==> config.mk <==
export PLATFORM = sky130hd
export DESIGN_NAME = sdrc_regs
export DESIGN_NICKNAME = d
export VERILOG_FILES = /design/src/sdrc_pkg.sv /design/src/sdrc_tick_div.sv /design/src/sdrc_countdown.sv /design/src/sdrc_regs.sv
export SDC_FILE = /design/constraint.sdc
export NUM_CORES = 1
export LEC_CHECK = 0
export BUFFER_PORTS_ARGS = -buffer_cell sky130_fd_sc_hd__buf_2
export CORE_MARGIN = 2
export CORE_UTILIZATION = 43
export CTS_CLUSTER_DIAMETER = 200
export DETAILED_ROUTE_END_ITERATION = 10
export GPL_ROUTABILITY_DRIVEN = 0
export MAX_ROUTING_LAYER = met4
export PLACE_DENSITY = 0.67
export SLEW_MARGIN = 20
export SYNTH_ARGS = -nofsm -noshare
export SYNTH_HDL_FRONTEND = slang
export SYNTH_SLANG_ARGS = --single-unit
==> constraint.sdc <==
create_clock -name clk_sys -period 1.95 [get_ports clk_sys]
set_input_delay 0.0975 -clock clk_sys [delete_from_list [all_inputs] [get_ports clk_sys]]
set_output_delay 0.0975 -clock clk_sys [all_outputs]
set_load 0.05 [all_outputs]
==> src/sdrc_pkg.sv <==
// shared constants, field positions and carriers for the memory controller
package sdrc_pkg;
    // register byte offsets
    localparam logic [11:0] OFS_MODE = 12'h100;
    localparam logic [11:0] OFS_CTRL = 12'h104;
    localparam logic [11:0] OFS_CFGA = 12'h108;
    localparam logic [11:0] OFS_CFGB = 12'h10C;
    localparam logic [11:0] OFS_BSEL = 12'h110;
    // control field positions (lsb numbering)
    localparam int CT_MODE_EN = 31;
    localparam int CT_CLK_STOP = 30;
    localparam int CT_DDR = 29;
    localparam int CT_REF_DIS = 28;
    localparam int CT_ASEL_HI = 25;
    localparam int CT_ASEL_LO = 24;
    localparam int CT_NARROW = 23;
    localparam int CT_DRIVE = 22;
    localparam int CT_POI_HI = 21;
    localparam int CT_POI_LO = 16;
    localparam int CT_DQS_HI = 11;
    localparam int CT_DQS_LO = 8;
    localparam int CT_BUF = 4;
    // mode data: bank address then twelve address lines
    localparam int MD_BA_HI = 13;
    localparam int MD_BA_LO = 12;
    localparam int MD_A_HI = 11;
    // bank select register
    localparam int BS_HI = 9;
    localparam int BS_TWO = 8;
    // precharge control address lines
    localparam int PRE_NARROW = 8;
    localparam int PRE_WIDE = 10;
    // slow tick for refresh and page counters
    localparam int DIV_RATIO = 64;
    localparam int DIV_W = 6;
    localparam int POI_W = 6;
    localparam logic [31:0] RESET_WORD = 32'h0000_0000;

    typedef struct packed {
        logic [1:0] csN;
        logic       rasN;
        logic       casN;
        logic       weN;
    } sdrc_cmd_s;

    localparam sdrc_cmd_s CMD_NOP = '{2'h3, 1'b1, 1'b1, 1'b1};
    localparam sdrc_cmd_s CMD_MRS = '{2'h0, 1'b0, 1'b0, 1'b0};
    localparam sdrc_cmd_s CMD_REF = '{2'h0, 1'b0, 1'b0, 1'b1};

    typedef struct packed {
        logic [3:0] singleRdToWr;
        logic [2:0] singleWrToRd;
        logic [4:0] readLatency;
        logic [2:0] actToAccess;
        logic [2:0] preToAct;
        logic [3:0] refToAct;
        logic [3:0] writeLatency;
        logic [3:0] burstRdToPre;
        logic [3:0] burstWrToAccess;
        logic [3:0] burstRdToWr;
        logic [3:0] burstLength;
        logic [2:0] readTap;
    } sdrc_delay_s;

    // delay register layouts, reserved gaps kept in place
    typedef struct packed {
        logic [3:0] singleRdToWr;
        logic       rsv0;
        logic [2:0] singleWrToRd;
        logic [3:0] readLatency;
        logic       rsv1;
        logic [2:0] actToAccess;
        logic       rsv2;
        logic [2:0] preToAct;
        logic [3:0] refToAct;
        logic       rsv3;
        logic [2:0] writeLatency;
        logic [3:0] rsv4;
    } sdrc_cfga_s;

    typedef struct packed {
        logic [3:0]  burstRdToPre;
        logic [3:0]  burstWrToAccess;
        logic [3:0]  burstRdToWr;
        logic [3:0]  burstLength;
        logic [12:0] rsv;
        logic [2:0]  readTap;
    } sdrc_cfgb_s;

    typedef enum logic [1:0] {
        ST_IDLE = 2'b00,
        ST_MRS  = 2'b01,
        ST_REF  = 2'b11,
        ST_GAP  = 2'b10
    } sdrc_state_e;

    // buffered modules add one clock to data latencies
    function automatic logic [4:0] sdrc_lat_adj(input logic [3:0] lat,
                                                input logic       buff);
        sdrc_lat_adj = {1'b0, lat} + {4'h0, buff};
    endfunction : sdrc_lat_adj
endpackage : sdrc_pkg

==> src/sdrc_tick_div.sv <==
// divide-by-64 enable pulse for the page and refresh counters
`timescale 1ns/1ps
module sdrc_tick_div (
    input  wire logic clk_sys,
    input  wire logic rst_b,
    output logic      tick
);
    logic [sdrc_pkg::DIV_W-1:0] count;

    always_ff @(posedge clk_sys)
    begin
        if (!rst_b)
            count <= '0;
        else
            count <= count + 1'b1;
    end

    assign tick = (count == sdrc_pkg::DIV_W'(sdrc_pkg::DIV_RATIO - 1));
endmodule : sdrc_tick_div

==> src/sdrc_countdown.sv <==
// reloadable down counter with terminal count, held at zero until reload
`timescale 1ns/1ps
module sdrc_countdown #(
    parameter int W = 6
) (
    input  wire logic         clk_sys,
    input  wire logic         rst_b,
    input  wire logic         tick,
    input  wire logic         run,
    input  wire logic         load,
    input  wire logic [W-1:0] origin,
    output logic              done
);
    logic [W-1:0] count;

    always_ff @(posedge clk_sys)
    begin
        if (!rst_b)
            count <= '0;
        else if (load)
            count <= origin;
        else if (tick && run && count != '0)
            count <= count - 1'b1;
    end

    assign done = (count == '0);
endmodule : sdrc_countdown

==> src/sdrc_regs.sv <==
// memory controller registers, mode set, refresh and pin control
//
// How it works
// - register picked by offset under chip select
// - registers cleared by power-up reset only
// - mode register write issues mode-set command
// - mode bits 18..31 go to bank, address
// - mode writes accepted only while enable set
// - control bit 0 enables mode writes
// - control bit 1 stops memory clock
// - control bit 2 selects double data rate
// - refresh counter runs unless bit 3 set
// - control bits 6:7 select address multiplexing
// - bit 8 moves precharge line A10 to A8
// - bit 9 chooses data pin drive policy
// - bits 10:15 page interval in slow ticks
// - bits 20:23 enable individual data strobes
// - buffered modules delay mask, add latency
// - first delay register supplies command gaps
// - second delay register supplies burst gaps
// - bank select routes high address bits
// - counters reload after refresh or precharge
`timescale 1ns/1ps
module sdrc_regs (
    input  wire logic              clk_sys,
    input  wire logic              rst_b,
    input  wire logic              warmRst_b,
    input  wire logic              regChipSel,
    input  wire logic              regWrite,
    input  wire logic              regRead,
    input  wire logic [11:0]       regOffset,
    input  wire logic [31:0]       regWdata,
    output logic [31:0]            regRdata,
    input  wire logic [1:0]        busAddrHigh,
    input  wire logic              cmdRead,
    input  wire logic              cmdWrite,
    input  wire logic [3:0]        dmIn,
    input  wire logic [1:0]        refreshIssued,
    input  wire logic [1:0]        prechargeIssued,
    output sdrc_pkg::sdrc_cmd_s    memCmd,
    output logic [1:0]             memBa,
    output logic [11:0]            memAddr,
    output logic                   ownCmdValid,
    output logic                   memClkRun,
    output logic                   ddrMode,
    output logic [1:0]             addrSel,
    output logic [11:0]            prechargeBit,
    output logic                   dqOe,
    output logic [3:0]             dqsOe,
    output logic [3:0]             memDm,
    output logic [1:0]             bankCsN,
    output logic [1:0]             pageExpired,
    output logic [1:0]             refreshDue,
    output logic                   activateAllowed,
    output sdrc_pkg::sdrc_delay_s  cmdDelays
);
    ////////////////////////////////////////////////////////////////////
    // register decode
    logic [31:0] ctrlReg;
    sdrc_pkg::sdrc_cfga_s cfgA;
    sdrc_pkg::sdrc_cfgb_s cfgB;
    logic [15:0] bselReg;
    wire wrStb = regChipSel && regWrite;
    wire rdStb = regChipSel && regRead;
    wire hitMode = regOffset == sdrc_pkg::OFS_MODE;
    wire hitCtrl = regOffset == sdrc_pkg::OFS_CTRL;
    wire hitCfgA = regOffset == sdrc_pkg::OFS_CFGA;
    wire hitCfgB = regOffset == sdrc_pkg::OFS_CFGB;
    wire hitBsel = regOffset == sdrc_pkg::OFS_BSEL;
    wire modeEn = ctrlReg[sdrc_pkg::CT_MODE_EN];
    // mode data is never stored, it only rides the command
    wire modeAccept = wrStb && hitMode && modeEn;
    wire refDis = ctrlReg[sdrc_pkg::CT_REF_DIS];
    wire buffered = ctrlReg[sdrc_pkg::CT_BUF];
    wire driveAll = ctrlReg[sdrc_pkg::CT_DRIVE];
    wire [3:0] dqsEn = ctrlReg[sdrc_pkg::CT_DQS_HI:sdrc_pkg::CT_DQS_LO];
    wire [sdrc_pkg::POI_W-1:0] pageInterval =
        ctrlReg[sdrc_pkg::CT_POI_HI:sdrc_pkg::CT_POI_LO];

    // warm resets leave the registers alone
    always_ff @(posedge clk_sys)
    begin
        if (!rst_b)
        begin
            ctrlReg <= sdrc_pkg::RESET_WORD;
            cfgA <= sdrc_pkg::RESET_WORD;
            cfgB <= sdrc_pkg::RESET_WORD;
            bselReg <= sdrc_pkg::RESET_WORD[15:0];
        end
        else if (wrStb)
        begin
            if (hitCtrl)
                ctrlReg <= regWdata;
            if (hitCfgA)
                cfgA <= regWdata;
            if (hitCfgB)
                cfgB <= regWdata;
            if (hitBsel)
                bselReg <= regWdata[15:0];
        end
    end

    // only the bank select register reads back
    wire [31:0] next_rdata = (rdStb && hitBsel) ?
        {16'h0000, bselReg} : sdrc_pkg::RESET_WORD;

    always_ff @(posedge clk_sys)
    begin
        if (!rst_b)
            regRdata <= sdrc_pkg::RESET_WORD;
        else if (rdStb)
            regRdata <= next_rdata;
    end

    ////////////////////////////////////////////////////////////////////
    // refresh, page and gap counters
    wire logicRst_b = rst_b && warmRst_b;
    logic slowTick;
    logic [1:0] refDone;
    logic [1:0] preDone;
    logic gapDone;
    logic issueRef;
    logic loadGap;
    logic [3:0] gapOrigin;

    sdrc_tick_div u_div (
        .clk_sys (clk_sys),
        .rst_b   (logicRst_b),
        .tick    (slowTick)
    );

    for (genvar b = 0; b < 2; b++)
    begin : g_bank
        sdrc_countdown #(.W(sdrc_pkg::POI_W)) u_ref (
            .clk_sys (clk_sys),
            .rst_b   (logicRst_b),
            .tick    (slowTick),
            .run     (!refDis),
            .load    (issueRef || refreshIssued[b]),
            .origin  (pageInterval),
            .done    (refDone[b])
        );
        sdrc_countdown #(.W(sdrc_pkg::POI_W)) u_page (
            .clk_sys (clk_sys),
            .rst_b   (logicRst_b),
            .tick    (slowTick),
            .run     (1'b1),
            .load    (prechargeIssued[b]),
            .origin  (pageInterval),
            .done    (preDone[b])
        );
    end

    // refresh-to-activate or precharge-to-activate guard
    sdrc_countdown #(.W(4)) u_gap (
        .clk_sys (clk_sys),
        .rst_b   (logicRst_b),
        .tick    (1'b1),
        .run     (1'b1),
        .load    (loadGap),
        .origin  (gapOrigin),
        .done    (gapDone)
    );
    assign loadGap = issueRef || (|prechargeIssued);
    assign gapOrigin = issueRef ? cfgA.refToAct
                                : {1'b0, cfgA.preToAct};

    ////////////////////////////////////////////////////////////////////
    // own command sequencer: mode set and auto refresh
    sdrc_pkg::sdrc_state_e state;
    sdrc_pkg::sdrc_state_e next_state;
    sdrc_pkg::sdrc_cmd_s next_cmd;
    logic [13:0] next_modeBits;
    wire refreshPending = (|refDone) && !refDis;

    always_comb
    begin
        next_state = state;
        next_cmd = sdrc_pkg::CMD_NOP;
        next_modeBits = 14'h0000;
        issueRef = 1'b0;
        // mode set outranks refresh; a pending refresh just waits
        if (modeAccept)
        begin
            next_state = sdrc_pkg::ST_MRS;
            next_cmd = sdrc_pkg::CMD_MRS;
            next_modeBits = regWdata[sdrc_pkg::MD_BA_HI:0];
        end
        else
        begin
            unique case (state)
                sdrc_pkg::ST_IDLE:
                    if (refreshPending && gapDone)
                    begin
                        next_state = sdrc_pkg::ST_REF;
                        next_cmd = sdrc_pkg::CMD_REF;
                        issueRef = 1'b1;
                    end
                sdrc_pkg::ST_MRS:
                    next_state = sdrc_pkg::ST_IDLE;
                sdrc_pkg::ST_REF:
                    next_state = sdrc_pkg::ST_GAP;
                sdrc_pkg::ST_GAP:
                    if (gapDone)
                        next_state = sdrc_pkg::ST_IDLE;
            endcase
        end
    end

    always_ff @(posedge clk_sys)
    begin
        if (!logicRst_b)
        begin
            state <= sdrc_pkg::ST_IDLE;
            memCmd <= sdrc_pkg::CMD_NOP;
            ownCmdValid <= 1'b0;
            memBa <= 2'h0;
            memAddr <= 12'h000;
        end
        else
        begin
            state <= next_state;
            memCmd <= next_cmd;
            ownCmdValid <= next_cmd != sdrc_pkg::CMD_NOP;
            memBa <= next_modeBits[sdrc_pkg::MD_BA_HI:sdrc_pkg::MD_BA_LO];
            memAddr <= next_modeBits[sdrc_pkg::MD_A_HI:0];
        end
    end

    ////////////////////////////////////////////////////////////////////
    // pin policy and configuration outputs
    wire next_dqOe = driveAll ? !cmdRead : cmdWrite;
    // with no strobe enabled, strobe 0 alone serves single-strobe parts
    wire [3:0] strobeSel = (dqsEn == 4'h0) ? 4'h1 : dqsEn;
    wire ddrSel = ctrlReg[sdrc_pkg::CT_DDR];
    wire [3:0] next_dqsOe = strobeSel & {4{next_dqOe && ddrSel}};
    wire [11:0] next_preBit = ctrlReg[sdrc_pkg::CT_NARROW] ?
        12'(1 << sdrc_pkg::PRE_NARROW) : 12'(1 << sdrc_pkg::PRE_WIDE);
    wire twoSel = bselReg[sdrc_pkg::BS_TWO];
    wire [1:0] next_csN = (twoSel && busAddrHigh[0]) ? 2'h1 : 2'h2;
    logic [3:0] dmStage;
    sdrc_pkg::sdrc_delay_s next_delays;

    always_comb
    begin
        next_delays.singleRdToWr = cfgA.singleRdToWr;
        next_delays.singleWrToRd = cfgA.singleWrToRd;
        next_delays.readLatency = sdrc_pkg::sdrc_lat_adj(cfgA.readLatency,
                                                       buffered);
        next_delays.actToAccess = cfgA.actToAccess;
        next_delays.preToAct = cfgA.preToAct;
        next_delays.refToAct = cfgA.refToAct;
        next_delays.writeLatency = 4'(sdrc_pkg::sdrc_lat_adj(
            {1'b0, cfgA.writeLatency}, buffered));
        next_delays.burstRdToPre = cfgB.burstRdToPre;
        next_delays.burstWrToAccess = cfgB.burstWrToAccess;
        next_delays.burstRdToWr = cfgB.burstRdToWr;
        next_delays.burstLength = cfgB.burstLength;
        next_delays.readTap = cfgB.readTap;
    end

    always_ff @(posedge clk_sys)
    begin
        if (!logicRst_b)
        begin
            memClkRun <= 1'b1;
            ddrMode <= 1'b0;
            addrSel <= 2'h0;
            prechargeBit <= 12'(1 << sdrc_pkg::PRE_WIDE);
            dqOe <= 1'b0;
            dqsOe <= 4'h0;
            dmStage <= 4'h0;
            memDm <= 4'h0;
            bankCsN <= 2'h3;
            pageExpired <= 2'h0;
            refreshDue <= 2'h0;
            activateAllowed <= 1'b1;
            cmdDelays <= '0;
        end
        else
        begin
            memClkRun <= !ctrlReg[sdrc_pkg::CT_CLK_STOP];
            ddrMode <= ddrSel;
            addrSel <=
                ctrlReg[sdrc_pkg::CT_ASEL_HI:sdrc_pkg::CT_ASEL_LO];
            prechargeBit <= next_preBit;
            dqOe <= next_dqOe;
            dqsOe <= next_dqsOe;
            dmStage <= dmIn;
            memDm <= buffered ? dmStage : dmIn;
            bankCsN <= next_csN;
            pageExpired <= preDone;
            refreshDue <= refDone & {2{!refDis}};
            activateAllowed <= gapDone;
            cmdDelays <= next_delays;
        end
    end

    ////////////////////////////////////////////////////////////////////
    // checks
    // a refused mode write may still meet a refresh in the next cycle
    a_mode_gated: assert property (
        @(posedge clk_sys) disable iff (!rst_b)
        (warmRst_b && wrStb && hitMode && !modeEn)
            |=> memCmd != sdrc_pkg::CMD_MRS)
        else $error("mode write passed while disabled");

    a_mode_issue: assert property (
        @(posedge clk_sys) disable iff (!rst_b)
        (warmRst_b && modeAccept) |=> (memCmd == sdrc_pkg::CMD_MRS
            && {memBa, memAddr} == $past(regWdata[sdrc_pkg::MD_BA_HI:0])))
        else $error("mode set command or data wrong");

    a_clock_stop: assert property (
        @(posedge clk_sys) disable iff (!rst_b)
        (warmRst_b && wrStb && hitCtrl && regWdata[sdrc_pkg::CT_CLK_STOP])
            ##1 warmRst_b |=> !memClkRun)
        else $error("clock still running after stop");

    a_ref_blocked: assert property (
        @(posedge clk_sys) disable iff (!rst_b)
        $past(refDis) |-> memCmd != sdrc_pkg::CMD_REF)
        else $error("refresh issued while disabled");

    a_drive_read: assert property (
        @(posedge clk_sys) disable iff (!rst_b)
        (warmRst_b && driveAll && cmdRead) |=> !dqOe)
        else $error("data pins driven during read");

    a_drive_idle: assert property (
        @(posedge clk_sys) disable iff (!rst_b)
        (warmRst_b && !driveAll && !cmdWrite) |=> !dqOe)
        else $error("data pins driven outside write");

    a_mask_delay: assert property (
        @(posedge clk_sys) disable iff (!rst_b)
        (warmRst_b && buffered)[*3] |-> memDm == $past(dmIn, 2))
        else $error("mask not delayed for buffered module");

    a_gap_hold: assert property (
        @(posedge clk_sys) disable iff (!rst_b)
        (warmRst_b && issueRef && cfgA.refToAct > 4'h1) ##1 warmRst_b
            |=> !activateAllowed)
        else $error("activate allowed right after refresh");

    a_bank_route: assert property (
        @(posedge clk_sys) disable iff (!rst_b)
        (warmRst_b && twoSel && busAddrHigh[0]) |=> bankCsN == 2'h1)
        else $error("bank select not routed");

    a_regs_keep: assert property (
        @(posedge clk_sys) disable iff (!rst_b)
        (!warmRst_b && !wrStb) |=> $stable(ctrlReg) && $stable(cfgA))
        else $error("warm reset disturbed registers");
endmodule : sdrc_regs

## Yosys cells after proc, flatten, opt, wreduce, memory -nomap -nowiden

Cells that the tools add are included.

- Flip-flop bits (word level): 260
- Bits of input ports: 62
- Word-level logic and storage cells: 154

- Add/subtract/negate cells: 8
- Equal/unequal tests: 14
- Multiplexer cells: 27
- Bitwise logic cells: 3
- Reductions and logical operators: 48

Operators with widths:

| kind | number |
|---|---|
| $eq A12 B9 Y1 const B | 5 |
| $mux W6 | 8 |
| $logic_not A6 Y1 | 4 |
| $reduce_bool A6 Y1 | 4 |
| $sub A6 B1 Y6 const B | 4 |
| $mux W4 | 5 |
| $mux W16 | 1 |
| $logic_and A1 B1 Y1 | 15 |
| $mux W5 | 3 |
| $reduce_and A2 Y1 | 7 |
| $mux W11 | 1 |
| $reduce_bool A2 Y1 | 5 |
| $logic_not A4 Y1 | 2 |
| $pmux W2 S4 | 1 |
| $add A6 B1 Y6 const B | 1 |
| $eq A6 B6 Y1 const B | 1 |
| $mux W2 | 3 |
| $ne A3 B3 Y1 const B | 2 |
| $reduce_or A2 Y1 | 3 |
| $add A4 B1 Y5 | 1 |
| $mux W1 | 5 |
| $ne A5 B5 Y1 const B | 1 |
| $add A3 B1 Y4 | 1 |
| $and A4 B4 Y4 | 1 |
| 10 further kinds | 16 |

## Depth between registers and ports, before layout

- Depth after elaboration: 9
- Mapped depth: 9
- Gate-level depth less buffers: 7

## Modules after synthesis

From an unflattened synthesis, not the netlist that was laid out.

- Cell total of the unflattened synthesis: 899
- Area, all modules: 8595.7 um^2

Modules (own cells, without submodules):

| module | times used | cells each | area an instance (um^2) |
|---|---|---|---|
| sdrc_regs | 1 | 658 | 6515.0 |
| sdrc_countdown (g_bank[0].u_page ...) | 4 | 47 | 397.9 |
| sdrc_countdown (u_gap) | 1 | 29 | 246.5 |
| sdrc_tick_div | 1 | 24 | 242.7 |

## Worst setup path before layout

OpenSTA, ideal clock, no wires.

- Path type: register to register
- Start: register u_gap.count[0]
- End: register g_bank[0].u_ref.count[0]
- Library setup time: 0.072 ns
- Arrival: 1.872 ns
- Setup slack: 0.007 ns
- Cell stages (with the launch flop): 10
- Period minus slack after synthesis: 1.943 ns
- Cell sequence: dfxtp_1 inv_1 ha_1 or3b_1 buf_2 nor3b_2 a21boi_4 a21o_1 buf_6 mux2i_1

- Word-level cells in the longest chain between the ends: 7
- Elaborated cells on any way between the ends: 8

Ends and longest elaborated chain:

| item | RTL line | text |
|---|---|---|
| start, declared | sdrc_countdown.sv:14 | `logic [W-1:0] count;` |
| start signal, assigned | sdrc_countdown.sv:21 | `count <= origin;` |
| start signal, assigned | sdrc_countdown.sv:23 | `count <= count - 1'b1;` |
| $logic_not A4 Y1 * | sdrc_countdown.sv:26 | `assign done = (count == '0);` |
| $logic_and A1 B1 Y1 * | sdrc_regs.sv:193 | `if (refreshPending && gapDone)` |
| $mux W1 * | sdrc_regs.sv:193 |  |
| $mux W1 * | sdrc_regs.sv:191 | `unique case (state)` |
| $mux W1 * | sdrc_regs.sv:183 | `if (modeAccept)` |
| $logic_or A1 B1 Y1 * | sdrc_regs.sv:139 | `.load (issueRef \|\| refreshIssued[b]),` |
| $mux W6 / $reduce_bool A2 Y1 (equally long branches) | n/a |  |
| end signal, assigned | sdrc_countdown.sv:21 |  |
| end signal, assigned | sdrc_countdown.sv:23 |  |
| end, declared | sdrc_countdown.sv:14 |  |

Every way passes the cells marked *; elsewhere a longest branch is shown, timed or not.
A chain may end at the register's enable or synchronous reset.

## Worst setup path after layout

- Start: register u_gap.count[1]
- End: register g_bank[0].u_ref.count[4]

Same word-level chain as after synthesis.

==> results.toml <==
[power_and_ir_drop]
powerDensity_mw_per_mm2 = 914
ir_worst_vdd_mv = 0.663
power.leakage_uw = 0.00471
p_seq_share_pct = 45.8
sw_frac_of_total_pct = 24.6
pwr-share-comb_pct = 11.5
netSwitchingPower_uw = 2430
p_int_uw = 7460
power_frac_clock_pct = 42.7

[clock_tree]
worstSkewPairLatency_ns = 0.50
cts_sinks = 218
cts_root_buf = "clkbuf_16"
cts_buffers = 24
clk_pin_slew_ns = 0.06
cts_tree = "built"
cts.path.max_buffers = 3
htreeDepth = 1

[place]
pre_cts_ws_ns = -0.0169
port_buffers = 163
hpwl_um = 14600

[cells_and_area]
num-fill-cells = 1816
final_layout_size_suffix_gt1_share_pct = 23.0
nets = 1200
n_antenna_cell = 0
final_util_pct = 55.8
area_growth_pct = 27.9

[synth]
synth.avg_cell_area_um2 = 9.33
yosys-top-cells-area = "dfxtp_1, nand2_1, a21boi_0"
synthCells = 907
synth_most_common_cell = "dfxtp_1"
ys_types = 62
ys_seq_elements = 218
synth_edf_count = 0
synth_top_area_share_pct = 51.6
ys.flop_type = "dfxtp_1"
synth_seq_area_share_pct = 51.6
synth_top_area_cell = "dfxtp_1"
synth_warnings = 0
netlist_area_mm2 = 0.00846
synthTopCellsByCount = "dfxtp_1, nand2_1, and3_1"
async_flop_share_pct = 0

[setup_path]
r2r_start = "u_gap.count[1]"
crit_path_start = "u_gap.count[1]"
critPathArrivalTime_ns = 2.33
startpoint_type = "flip-flop"
cp.required_ns = 2.38
cp_max_fo = 6
worst_setup_path_end_kind = "flip-flop"
path_class = "flip-flop to flip-flop"

[global_route]
grt_pass1_vias = 6575
grt_pass1_wl_um = 33600
grt-ovfl-total = 0
antenna_found_initial = 1
grt_use_total_pct = 20.9
grt_max_degree = 79

[floorplanning]
fp-row-count = 51
initial_core_util_pct = 43.6
core_area_mm2 = 0.0194
io_pins = 191
die_x_um = 144
die_area_mm2 = 0.0208
die_y_um = 144

[sta]
setup_viol = 0
worst_slew_pin_slew_ns = 0.611
fin_crit_ns = 1.90
rsz0062_at_grt = "yes"
finalHoldViolCount = 0
worst_slack_ns = 0.0494
setup_tns_ns = 0
relSlewSlack_pct = 59.3
skew_ns = 0.00845
finalMaxSlewViolations = 0
post-route-period-util_pct = 97.5
max_clock_freq_mhz = 526

[drt]
drtAntennaViolNets = 0
drc_errors = 0
vias = 6928
avgViaCountPerCell = 4.94
drt-pass1-iter-count = 4
drt_iter0_markers = 294
routed_wl_um = 21400
wl_per_cell_um = 15.3

[run_status]
status = "finished, final reports clean"

[worst_hold_path]
hold_class = "input pin to flip-flop"
min_from = "warmRst_b"

[run]
maxCapViolCount = 0
==> kinds of logic after synthesis <==
kind of cell             share of synthesized area, %
other                                          0.0443
flip-flops                                       51.6
multiplexers                                     2.04
buffers and inverters                            6.39
AND/OR/NAND/NOR                                  22.1
XOR/XNOR                                         1.86
adder cells (fa/ha/maj)                          2.51
AO/OA/AOI/OAI                                    13.4
==> cell type report <==
| cell class | count | area, um2 | share of cell area, % |
|---|---|---|---|
| clock buffer | 32 | 692 | 6.39 |
| inverter | 23 | 86.3 | 0.797 |
| tap | 265 | 332 | 3.06 |
| multi-input combinational | 609 | 3710 | 34.3 |
| clock inverter | 10 | 55.1 | 0.508 |
| sequential | 218 | 4370 | 40.3 |
| timing repair buffer | 245 | 1590 | 14.7 |
==> power groups by stage <==
| stage | Combinational (uW) | Clock, uW | Sequential (uW) |
|---|---|---|---|
| after global placement | 1010 | 0 | 4630 |
| after floorplan | 680 | 0 | 4700 |
| after global routing | 1240 | 4490 | 4540 |
| final | 1140 | 4220 | 4540 |
| after CTS | 1110 | 4300 | 4530 |
| after detailed placement | 1020 | 0 | 4630 |
==> sequential cells by signal (all words and copies together), names as in the netlist, 4 cells and up <==
register             cells
memDm                    4
bselReg                 16
cmdDelays               45
regRdata                16
g_bank.u_page.count     12
cfgA                    24
cfgB                    19
dqsOe                    4
memAddr                 12
u_gap.count              4
g_bank.u_ref.count      12
u_div.count              6
ctrlReg                 19
dmStage                  4
==> routing by layer <==
metal	routed length, um	vias to the layer above	GRT usage, %
met3	1080	32	3.31
met5	0	-	-
met4	393	0	4.96
met1	9690	3241	27.8
li1	-	3456	-
met2	10200	199	33.4
==> worst max-delay path, cell delays in order, from the launching register on <==
cell	delay [ns]
dfxtp_2	0.33
inv_2	0.08
ha_4	0.13
or3b_4	0.39
nor3b_4	0.18
a21boi_4	0.24
a21o_1	0.19
buf_12	0.13
mux2i_1	0.16
==> worst paths after layout <==
path / to / slack (ns) / depth (start not counted)
max: g_bank[0].u_ref.count[4] / 0.05 / 8
min: u_div.count[1] / 0.02 / 2
max reg2reg: g_bank[0].u_ref.count[4] / 0.05 / 8
min reg2reg: memClkRun / 0.38 / 1
==> metrics by stage <==
step | cell area [um2] | hold WS, ns | cells | power (uW)
2_1_floorplan | 8560 | 0.182 | 932 | 5380
3_3_place_gp | 9560 | 0.300 | 1313 | 5640
3_5_place_dp | 9560 | 0.314 | 1313 | 5650
4_1_cts | 10800 | 0.00414 | 1401 | 9940
5_1_grt | 10800 | 0.0147 | 1402 | 10300
6_report | 10800 | 0.0221 | 1402 | 9900
==> cells in the final DEF, fill, tap and decap left out, types with 19 or more instances in the layout <==
cell type / count
dlygate4sd3_1: 46
a21boi_0: 62
conb_1: 26
buf_2: 162
clkbuf_16: 25
and3_1: 67
inv_1: 21
nor2_1: 25
dfxtp_1: 216
nor3_1: 19
buf_4: 34
nand2_1: 183
==> timing repair <==
action                                  4_1_cts  5_1_grt
buffers inserted                              0        1
pin swaps                                     0        3
endpoints found under the setup margin        1       25
hold endpoints to repair                    119        0
gates resized for setup                       1       13
hold buffers                                 46        0
No activity file was read; power rests on OpenSTA's default activity.
